<file path="config.mk">
export PLATFORM = sky130hd
export DESIGN_NAME = late_collision_counters
export DESIGN_NICKNAME = d
export VERILOG_FILES = /design/src/late_collision_pkg.sv /design/src/tx_byte_tracker.sv /design/src/sat_clear_counter.sv /design/src/late_collision_counters.sv
export SDC_FILE = /design/constraint.sdc
export NUM_CORES = 1
export LEC_CHECK = 0
export BUFFER_PORTS_ARGS = -buffer_cell sky130_fd_sc_hd__buf_2
export CAP_MARGIN = 20
export CORE_ASPECT_RATIO = 1.75
export CORE_MARGIN = 4
export CORE_UTILIZATION = 50
export CTS_CLUSTER_DIAMETER = 40
export DETAILED_ROUTE_END_ITERATION = 12
export PLACE_DENSITY_LB_ADDON = 0.05
export SLEW_MARGIN = 10
export SYNTH_ARGS = -nofsm -noshare
export SYNTH_HDL_FRONTEND = slang
export SYNTH_SLANG_ARGS = --single-unit
</file>
<file path="constraint.sdc">
create_clock -name clk -period 5.16 [get_ports clk]
set_input_delay 1.032 -clock clk [delete_from_list [all_inputs] [get_ports clk]]
set_output_delay 1.032 -clock clk [all_outputs]
set_load 0.01 [all_outputs]
</file>
<file path="src/late_collision_pkg.sv">
// constants for the late collision counters and their register map
// assumes a single 50 MHz clock and a synchronous active-high reset
// Contract
// - late means after first 512 bit times
// - four 8-bit counters, paired in two registers
// - count only half-duplex copper operation
// - window of collision start picks one counter
// - read returns value then clears counter
// - counters saturate at ff, never wrap
// - early low byte counts bytes 65-96
// - early high byte counts bytes 97-128
// - late low byte counts bytes 129-192
// - late high byte counts beyond 192
// - byte positions measured on internal gmii
// - five-bit advance field at bits 12:8
// - advance shifts every window earlier
package late_collision_pkg;

   localparam int addr_width = 5;
   localparam int data_width = 32;
   localparam int count_width = 8;
   localparam int pos_width = 9;
   localparam int adjust_width = 5;
   localparam int window_count = 4;

   // byte addresses, one aligned word each
   localparam logic [4:0] count_early_offset = 5'h00;
   localparam logic [4:0] count_late_offset = 5'h04;
   localparam logic [4:0] window_adjust_offset = 5'h08;
   localparam logic [4:0] irq_status_offset = 5'h0c;
   localparam logic [4:0] irq_mask_offset = 5'h10;

   localparam int adjust_lsb = 8;
   localparam int adjust_msb = 12;
   localparam int adjust_lane = 1;

   localparam logic [7:0] count_reset = 8'h00;
   localparam logic [7:0] count_max = 8'hff;
   localparam logic [4:0] adjust_reset = 5'h00;
   localparam logic [3:0] irq_reset = 4'h0;
   localparam logic [8:0] pos_max = 9'h1ff;

   // first byte of each window with zero advance; 64 bytes = 512 bit times
   localparam logic [8:0] window1_first = 9'h041;
   localparam logic [8:0] window2_first = 9'h061;
   localparam logic [8:0] window3_first = 9'h081;
   localparam logic [8:0] window4_first = 9'h0c1;

   typedef enum logic [1:0] {
      bus_idle = 2'b01,
      bus_ack = 2'b10
   } bus_state_type;

endpackage

</file>
<file path="src/tx_byte_tracker.sv">
// counts transmitted bytes of the current frame on the internal gmii
// assumes one byte per clock while tx_en is high
`timescale 1ns/1ns
module tx_byte_tracker (
   input wire logic clk,
   input wire logic reset,
   input wire logic tx_en,
   output logic [late_collision_pkg::pos_width-1:0] byte_index
);

   logic [late_collision_pkg::pos_width-1:0] sent_q;
   logic [late_collision_pkg::pos_width-1:0] sent_d;

   // index of the byte on the bus now, one-based
   always_comb begin
      if (sent_q == late_collision_pkg::pos_max) begin
         byte_index = sent_q;
      end else begin
         byte_index = sent_q + late_collision_pkg::pos_width'(1);
      end
   end

   // positions taken on the mac-facing byte stream
   always_comb begin
      if (!tx_en) begin
         sent_d = '0;
      end else begin
         sent_d = byte_index;
      end
   end

   always_ff @(posedge clk) begin
      if (reset) begin
         sent_q <= '0;
      end else begin
         sent_q <= sent_d;
      end
   end

endmodule

</file>
<file path="src/sat_clear_counter.sv">
// one saturating 8-bit event counter with clear on read
// assumes inc and clr are single-cycle pulses in the clk domain
`timescale 1ns/1ns
module sat_clear_counter (
   input wire logic clk,
   input wire logic reset,
   input wire logic inc,
   input wire logic clr,
   output logic [late_collision_pkg::count_width-1:0] count
);

   logic [late_collision_pkg::count_width-1:0] count_q;
   logic [late_collision_pkg::count_width-1:0] count_d;

   always_comb begin
      count_d = count_q;
      if (clr) begin
         // event in the read cycle is kept, not lost
         count_d = inc ? 8'h01 : late_collision_pkg::count_reset;
      end else if (inc && count_q != late_collision_pkg::count_max) begin
         count_d = count_q + 8'h01;
      end
   end

   always_ff @(posedge clk) begin
      if (reset) begin
         count_q <= late_collision_pkg::count_reset;
      end else begin
         count_q <= count_d;
      end
   end

   assign count = count_q;

endmodule

</file>
<file path="src/late_collision_counters.sv">
// late collision counters with avalon-mm register slave and interrupt
// assumes gmii inputs already synchronous to clk, one byte per clock
`timescale 1ns/1ns
module late_collision_counters (
   input wire logic clk,
   input wire logic reset,
   input wire logic gmii_tx_en,
   input wire logic gmii_rx_dv,
   input wire logic half_duplex,
   input wire logic copper_active,
   input wire logic [late_collision_pkg::addr_width-1:0] address,
   input wire logic read,
   input wire logic write,
   input wire logic [late_collision_pkg::data_width-1:0] writedata,
   input wire logic [3:0] byteenable,
   output logic [late_collision_pkg::data_width-1:0] readdata,
   output logic waitrequest,
   output logic irq
);

   localparam int wc = late_collision_pkg::window_count;

   logic [late_collision_pkg::pos_width-1:0] byte_index;
   logic rx_dv_q;
   logic rx_dv_d;
   logic rx_start;
   logic counting;
   logic [wc-1:0] hit;
   logic [wc-1:0] clr;
   logic [late_collision_pkg::count_width-1:0] count [wc];
   logic [late_collision_pkg::pos_width-1:0] first [wc];
   logic [late_collision_pkg::pos_width-1:0] adv;

   // register slave state
   late_collision_pkg::bus_state_type state_q;
   late_collision_pkg::bus_state_type state_d;
   logic waitrequest_q;
   logic waitrequest_d;
   logic [late_collision_pkg::data_width-1:0] readdata_q;
   logic [late_collision_pkg::data_width-1:0] readdata_d;
   logic [late_collision_pkg::data_width-1:0] read_word;
   logic accept;
   logic commit;

   // software-visible control and event state
   logic [late_collision_pkg::adjust_width-1:0] adjust_q;
   logic [late_collision_pkg::adjust_width-1:0] adjust_d;
   logic [wc-1:0] status_q;
   logic [wc-1:0] status_d;
   logic [wc-1:0] mask_q;
   logic [wc-1:0] mask_d;
   logic irq_q;
   logic irq_d;

   // byte position of the transmit stream

   tx_byte_tracker tracker (
      .clk(clk),
      .reset(reset),
      .tx_en(gmii_tx_en),
      .byte_index(byte_index)
   );

   // receive start detection

   // idle level of rx_dv is low, so no false edge after reset
   always_comb begin
      rx_dv_d = gmii_rx_dv;
   end

   always_ff @(posedge clk) begin
      if (reset) begin
         rx_dv_q <= 1'b0;
      end else begin
         rx_dv_q <= rx_dv_d;
      end
   end

   assign rx_start = gmii_rx_dv && !rx_dv_q;

   // only half-duplex copper traffic with a frame on tx
   assign counting = half_duplex && copper_active && gmii_tx_en;

   // window placement

   // advance is zero-extended to the position width
   assign adv = late_collision_pkg::pos_width'(adjust_q);

   // all windows move together by the same advance
   always_comb begin
      first[0] = late_collision_pkg::window1_first - adv;
      first[1] = late_collision_pkg::window2_first - adv;
      first[2] = late_collision_pkg::window3_first - adv;
      first[3] = late_collision_pkg::window4_first - adv;
   end

   // one window, one counter

   for (genvar k = 0; k < wc; k++) begin : window
      logic above_start;
      logic below_end;

      assign above_start = byte_index >= first[k];

      if (k == wc - 1) begin : open_end
         // last window has no upper bound
         assign below_end = 1'b1;
      end else begin : closed_end
         assign below_end = byte_index < first[k + 1];
      end

      // windows are disjoint, so the start picks at most one
      assign hit[k] = counting && rx_start && above_start && below_end;

      sat_clear_counter counter (
         .clk(clk),
         .reset(reset),
         .inc(hit[k]),
         .clr(clr[k]),
         .count(count[k])
      );
   end

   // avalon-mm slave handshake

   // a request is taken in idle and answered one cycle later
   assign accept = (state_q == late_collision_pkg::bus_idle) && (read || write);

   // writes land at the edge where waitrequest is seen low
   assign commit = (state_q == late_collision_pkg::bus_ack) && write;

   always_comb begin
      state_d = state_q;
      waitrequest_d = 1'b1;
      case (state_q)
         late_collision_pkg::bus_idle: begin
            if (read || write) begin
               state_d = late_collision_pkg::bus_ack;
               waitrequest_d = 1'b0;
            end
         end
         late_collision_pkg::bus_ack: begin
            state_d = late_collision_pkg::bus_idle;
         end
         default: begin
            state_d = late_collision_pkg::bus_idle;
         end
      endcase
   end

   always_ff @(posedge clk) begin
      if (reset) begin
         state_q <= late_collision_pkg::bus_idle;
         waitrequest_q <= 1'b1;
      end else begin
         state_q <= state_d;
         waitrequest_q <= waitrequest_d;
      end
   end

   // read decode

   always_comb begin
      read_word = '0;
      if (address == late_collision_pkg::count_early_offset) begin
         read_word = {16'h0000, count[1], count[0]};
      end else if (address == late_collision_pkg::count_late_offset) begin
         read_word = {16'h0000, count[3], count[2]};
      end else if (address == late_collision_pkg::window_adjust_offset) begin
         read_word = {19'h00000, adjust_q, 8'h00};
      end else if (address == late_collision_pkg::irq_status_offset) begin
         read_word = {28'h0000000, status_q};
      end else if (address == late_collision_pkg::irq_mask_offset) begin
         read_word = {28'h0000000, mask_q};
      end
   end

   // the word is captured when the read is taken and the pair clears then;
   // an event in that very cycle goes into the cleared counter
   always_comb begin
      clr = '0;
      if (accept && read) begin
         if (address == late_collision_pkg::count_early_offset) begin
            clr = 4'h3;
         end else if (address == late_collision_pkg::count_late_offset) begin
            clr = 4'hc;
         end
      end
   end

   always_comb begin
      readdata_d = readdata_q;
      if (accept && read) begin
         readdata_d = read_word;
      end
   end

   always_ff @(posedge clk) begin
      if (reset) begin
         readdata_q <= '0;
      end else begin
         readdata_q <= readdata_d;
      end
   end

   // window advance register

   always_comb begin
      adjust_d = adjust_q;
      if (commit && address == late_collision_pkg::window_adjust_offset) begin
         if (byteenable[late_collision_pkg::adjust_lane]) begin
            adjust_d = writedata[late_collision_pkg::adjust_msb:late_collision_pkg::adjust_lsb];
         end
      end
   end

   always_ff @(posedge clk) begin
      if (reset) begin
         adjust_q <= late_collision_pkg::adjust_reset;
      end else begin
         adjust_q <= adjust_d;
      end
   end

   // interrupt mask

   always_comb begin
      mask_d = mask_q;
      if (commit && address == late_collision_pkg::irq_mask_offset) begin
         if (byteenable[0]) begin
            mask_d = writedata[wc-1:0];
         end
      end
   end

   always_ff @(posedge clk) begin
      if (reset) begin
         mask_q <= late_collision_pkg::irq_reset;
      end else begin
         mask_q <= mask_d;
      end
   end

   // interrupt status, one sticky bit per counter

   // write one to clear; a new event in the same cycle wins
   always_comb begin
      status_d = status_q;
      if (commit && address == late_collision_pkg::irq_status_offset) begin
         if (byteenable[0]) begin
            status_d = status_q & ~writedata[wc-1:0];
         end
      end
      status_d = status_d | hit;
   end

   always_ff @(posedge clk) begin
      if (reset) begin
         status_q <= late_collision_pkg::irq_reset;
      end else begin
         status_q <= status_d;
      end
   end

   // level interrupt, registered so the pin is glitch free
   always_comb begin
      irq_d = |(status_q & mask_q);
   end

   always_ff @(posedge clk) begin
      if (reset) begin
         irq_q <= 1'b0;
      end else begin
         irq_q <= irq_d;
      end
   end

   // outputs straight from flops

   assign readdata = readdata_q;
   assign waitrequest = waitrequest_q;
   assign irq = irq_q;

endmodule

</file>
== Word-level counts from Yosys, hierarchy flattened ==
Cells that the tools add are included.
Storage, ports and cells
  register bits after elaboration: 91
  latch bits: 0
  memory bits (writable): 0
  ROM bits: 0
  input bits: 49
  output and inout bits: 34
  word-level logic and storage cells: 103
  memories: 0
Operators by class
  add/subtract/negate cells: 9
  $mul: 0
  divide/modulo/power cells: 0
  order comparisons: 7
  equal/unequal tests: 11
  shift operators: 0
  mux-type cells: 24
  bitwise gates (word level): 6
  reductions and logical operators: 33
Operators with widths (number)
  8-bit 2-to-1 mux: 8
  9-bit >= comparator: 4
  8-bit by 1-bit adder with 8-bit output (second input constant): 4
  16-bit 2-to-1 mux: 2
  8-bit inequality test (second input constant): 4
  4-bit 2-to-1 mux: 7
  9-bit less-than comparator: 3
  1-bit logical AND: 21
  8-bit by 5-bit subtractor with 9-bit output (first input constant): 2
  7-bit by 5-bit subtractor with 8-bit output (first input constant): 2
  13-bit 2-to-1 mux: 1
  5-bit by 4-bit equality test with 1-bit output (second input constant): 2
  9-bit by 1-bit adder with 9-bit output (second input constant): 1
  9-bit equality test (second input constant): 1
  9-bit 2-to-1 mux: 1
  4-bit bitwise AND: 2
  2-bit nonzero test: 4
  5-bit by 3-bit equality test with 1-bit output (second input constant): 1
  5-bit equality test (second input constant): 1
  5-bit logical NOT: 1
  1-bit 2-to-1 mux: 5
  4-bit inverter: 1
  4-bit bitwise OR: 1
  2-bit AND reduction: 2
  other kinds (7): 9

== Logic depth before layout (Yosys ltp) ==
  word-level depth: 8
  mapped depth: 16
  depth with buffers taken out: 14

== Modules after synthesis ==
From an unflattened synthesis, not the netlist that was laid out.
Second synthesis, totals
  cell total of the unflattened synthesis: 521
  area, all modules: 4393.0 µm²
Modules (own cells, without submodules)
  late_collision_counters: times used 1, cells an instance 256, area each 2139.6 µm², seq. area each 680.7 µm²
  sat_clear_counter: times used 4, cells an instance 53, area each 444.2 µm², seq. area each 160.2 µm²
  tx_byte_tracker: times used 1, cells an instance 53, area each 476.7 µm², seq. area each 180.2 µm²

== Worst setup path before layout ==
No wires, ideal clock.
  kind: register to register
  from: register tracker.sent_q[0] in the netlist's numbering
  to: register window[2].counter.count_q (netlist bit window[2].counter.count[5])
  library setup time: 0.072 ns
  arrival time: 3.465 ns
  data required time: 5.088 ns
  setup slack: 1.623 ns
  cell stages (with the launch flop): 15
  path buffers: 1
  clock period less this slack: 3.537 ns
  cell sequence: dfxtp_1 ha_1 and2_1 buf_6 nand4_1 and2_1 xor2_1 ha_1 a21o_1 a21oi_1 o21ai_1 a221o_1 a211oi_1 and4_1 mux2i_1
On the way
  cells in the longest elaborated chain, start to end: 7
  elaborated cells on any way between the ends: 9
  classes of those cells: add/sub (1); order compare (2); eq/ne (1); mux (1); reduce/logical (4)
RTL lines
  start, declared: line tx_byte_tracker.sv:11  | logic [late_collision_pkg::pos_width-1:0] sent_q;
  start signal, assigned: line tx_byte_tracker.sv:36  | sent_q <= sent_d;
  9-bit by 1-bit adder with 9-bit output or 9-bit equality test (tied branches): line tx_byte_tracker.sv:19, tx_byte_tracker.sv:16
  9-bit 2-to-1 mux (*): line tx_byte_tracker.sv:16  | if (sent_q == late_collision_pkg::pos_max) begin
  named net byte_index, one bit: line late_collision_counters.sv:23  | logic [late_collision_pkg::pos_width-1:0] byte_index;
  9-bit >= comparator: line late_collision_counters.sv:103  | assign above_start = byte_index >= first[k];
  1-bit logical AND: line late_collision_counters.sv:113  | assign hit[k] = counting && rx_start && above_start && below_end;
  1-bit logical AND (*): line late_collision_counters.sv:113
  1-bit logical AND (*): line sat_clear_counter.sv:20  | end else if (inc && count_q != late_collision_pkg::count_max) begin
  2-bit nonzero test (no line) (*)
  end signal, assigned: line sat_clear_counter.sv:27  | count_q <= late_collision_pkg::count_reset;
  end signal, assigned: line sat_clear_counter.sv:29  | count_q <= count_d;
  end, declared: line sat_clear_counter.sv:12  | logic [late_collision_pkg::count_width-1:0] count_q;
The timed path passes the listed nets; every way through them passes the cells marked *.
A chain may end at the register's enable or synchronous reset.

== Final worst setup path ==
Ends and elaborated chain as after synthesis.

==> impl_metrics.py <==
metrics = {
    "layout": {
        "fin_cells": 615,
        "area_growth_syn_to_layout_pct": 12.0,
        "antennaDiodeCount": 0,
        "num-fill-cells": 744,
        "utilization": 0.576,
        "drive_above_1_share": 0.133,
        "stdcell_area_sq_um": 4590,
        "nNetsFinal": 585,
    },
    "power_and_ir_drop": {
        "clkPwrFrac": 0.489,
        "power_frac_comb": 0.069,
        "seq_power_share": 0.442,
        "sw_frac_of_total": 0.229,
        "p_leak_nw": 1.86,
        "power_density_nw_per_um2": 294,
        "ir_drop_uv": 172,
        "p_sw_w": 0.000308,
        "p_int_w": 0.00104,
    },
    "clock_network": {
        "cts_sinks": 75,
        "htree_levels": 3,
        "path_clk_slew_ps": 60,
        "clk-insertion-delay-late_ps": 330,
        "post_cts_buffers": 0,
        "clockBufferDepth": 2,
        "cts_hold_buf": 0,
        "cts_root_buffer": "clkbuf_16",
        "cts_buffers": 9,
        "cts_resized": 0,
        "tritoncts": "built",
    },
    "setup_path": {
        "worst_r2r_path_depth": 13,
        "r2r_end": "window[2].counter.count[5]",
        "worst-setup-path-type": "flop to flop",
        "cp-endpoint": "window[2].counter.count[5]",
        "arrival_ps": 4490,
        "setup.worst_path.end_class": "flop",
        "r2r-start": "tracker.sent_q[0]",
        "crit_fanout": 7,
        "crit_required_ps": 5430,
        "crit_start": "tracker.sent_q[0]",
        "rrSetupSlack_ps": 930,
        "startpoint_type": "flop",
    },
    "synthesis": {
        "netlist_area_sq_um": 4100,
        "ys_seq_elements": 75,
        "synth-edff-count": 0,
        "postSynthCellCount": 486,
        "yosysWarnings": 0,
        "ys_types": 60,
        "async_flop_share": 0,
        "synth_ff_type": "dfxtp_1",
        "synth-seq-area-share": 0.367,
        "syn_area_per_cell_sq_um": 8.43,
    },
    "place": {
        "place_area_sq_um": 4270,
        "dp_slack_ps": 1020,
        "portBuffers": 41,
        "place_congestion": 0.839,
        "place_hpwl_um": 7760,
        "place_inst": 599,
    },
    "sta": {
        "worst_slack_ps": 934,
        "worst_clock_skew_ps": 2.81,
        "fin_crit_ps": 4230,
        "worstMarginPinSlew_ps": 901,
        "final_max_slew_viol_count": 0,
        "grt_setup_unrepaired": "false",
        "fin_crit_sh": 0.819,
        "hold_viol_final": 0,
        "setup_tns_ps": 0,
        "setup_viol": 0,
        "max_freq_ghz": 0.237,
        "relSlewSlack": 0.397,
    },
    "die": {
        "fp.coreArea_sq_um": 7960,
        "row_count": 43,
        "fp.dieH_um": 128,
        "die_w_um": 76.4,
        "die-area_sq_um": 9760,
        "io_pins": 83,
        "initial_core_util": 0.514,
    },
    "outcome": {
        "status": "finished, final reports clean",
    },
    "routing": {
        "first_pass_iters": 4,
        "initialDrtViolationCount": 217,
        "via_per_inst": 5.98,
        "wire_per_inst_um": 16.6,
        "ant_nets": 0,
        "drt_wl_total_um": 10200,
        "dr_total_vias": 3679,
        "drc_errors": 0,
    },
    "global_routing": {
        "grt_pass1_wl_um": 16300,
        "grt_max_degree": 42,
        "overflow": 0,
        "grt_antenna_before_repair": 0,
        "grt_usage": 0.210,
        "grt_pass1_vias": 3424,
    },
    "job": {
        "drv_cap": 0,
    },
    "hold_path": {
        "hold_path_class": "flop to flop",
    },
}
[per-layer routing]
| layer | vias to the layer above | track usage | wire length (um) |
|---|---|---|---|
| met2 | 89 | 0.383 | 5360 |
| met3 | 26 | 0.0331 | 442 |
| met4 | 0 | 0.128 | 401 |
| li1 | 1815 | - | - |
| met1 | 1749 | 0.226 | 4020 |
| met5 | - | 0 | 0 |
[cells in the final DEF, fill, tap and decap left out, drive strengths merged, types with 3 or more instances in the layout]
| master | instances |
|---|---|
| dfxtp | 75 |
| nor2 | 52 |
| buf | 42 |
| nand2 | 33 |
| a21oi | 30 |
| o21ai | 27 |
| nand3 | 22 |
| mux2i | 19 |
| inv | 19 |
| and3 | 17 |
| ha | 16 |
| conb | 16 |
| nor3 | 15 |
| clkbuf | 13 |
| a221oi | 12 |
| nand4 | 9 |
| nor2b | 9 |
| nand2b | 9 |
| xor2 | 8 |
| or3 | 8 |
| a22oi | 7 |
| a211oi | 7 |
| a21o | 5 |
| o211ai | 5 |
| and4 | 4 |
| and2 | 4 |
| xnor2 | 4 |
| a221o | 4 |
| nand3b | 3 |
| a31o | 3 |
[power groups by stage]
stage | logic, W | clock network [W] | registers, W
4_1_cts | 0.0000933 | 0.000663 | 0.000596
3_3_place_gp | 0.0000922 | 0 | 0.000608
6_report | 0.0000931 | 0.000659 | 0.000596
3_5_place_dp | 0.0000930 | 0 | 0.000609
5_1_grt | 0.000104 | 0.000690 | 0.000597
2_1_floorplan | 0.0000665 | 0 | 0.000612
[cell type report]
class,count,area (sq um),share of cell area
flip-flops and latches,75,1500,0.327
clock buffers,13,270,0.0589
inverters,18,67.6,0.0147
well taps,90,113,0.0245
repair buffers,42,213,0.0464
multi-input cells,374,2380,0.519
clock inverters,3,43.8,0.00954
[logic make-up (layout without fill, tap and decap cells)]
logic type / count (synthesis) / after routing / share of synthesized area
muxes: 20 / 20 / 0.0492
buffers and inverters: 52 / 76 / 0.0663
DFF: 75 / 75 / 0.367
xor gates and xnor gates: 12 / 12 / 0.0257
AOI/OAI and AO/OA: 115 / 115 / 0.199
and+or+nand+nor: 195 / 195 / 0.244
adders and majority gates: 16 / 16 / 0.0489
other: 1 / 16 / 0.000915
[critical path, stage by stage (launching register included)]
cell	delay, ps
dfxtp_1	360
ha_1	180
and2_1	280
nand4_1	280
and2_1	280
xor2_1	240
ha_1	310
a21o_1	190
a21oi_1	270
o21ai_1	190
a221o_1	350
a211oi_1	760
and4_1	310
mux2i_1	170
[state kept, by name (all words and copies together) (netlist names)]
signal / flops
mask_q: 4
adjust_q: 5
status_q: 4
window.counter.count: 32
tracker.sent_q: 9
waitrequest: 1
readdata: 16
state_q: 2
irq: 1
rx_dv_q: 1
[through the flow]
| step | total power (W) | hold WS (ps) |
|---|---|---|
| final | 0.00135 | 478 |
| after global routing | 0.00139 | 501 |
| after global placement | 0.000701 | 467 |
| after detailed placement | 0.000702 | 474 |
| after floorplan | 0.000679 | 449 |
| after CTS | 0.00135 | 482 |
[Yosys cell counts, drive strengths merged, types with 7 or more instances]
cell type,number,share of area
inv,18,0.016
a211oi,7,0.016
nor2b,9,0.014
a221oi,12,0.026
ha,16,0.049
o21ai,27,0.033
nor3,15,0.018
clkbuf,14,0.013
nand2b,9,0.014
buf,20,0.037
a21oi,30,0.040
nand2,33,0.030
xor2,8,0.017
a22oi,7,0.013
nand3,22,0.027
nor2,52,0.048
dfxtp,75,0.37
nand4,9,0.014
mux2i,19,0.046
and3,17,0.026
or3,8,0.012
[worst min path at each step]
| stage | from | to | slack [ps] | cells after the start |
|---|---|---|---|---|
| final | status_q[2] | status_q[2] | 480 | 2 |
| after global routing | status_q[2] | status_q[2] | 500 | 2 |
| after global placement | window[1].counter.count[6] | window[1].counter.count[6] | 470 | 1 |
| after CTS | status_q[2] | status_q[2] | 480 | 2 |
| after detailed placement | status_q[2] | status_q[2] | 470 | 2 |
| after floorplan | window[1].counter.count[6] | window[1].counter.count[6] | 450 | 1 |
Note: power is estimated with default switching activity, not from simulation.
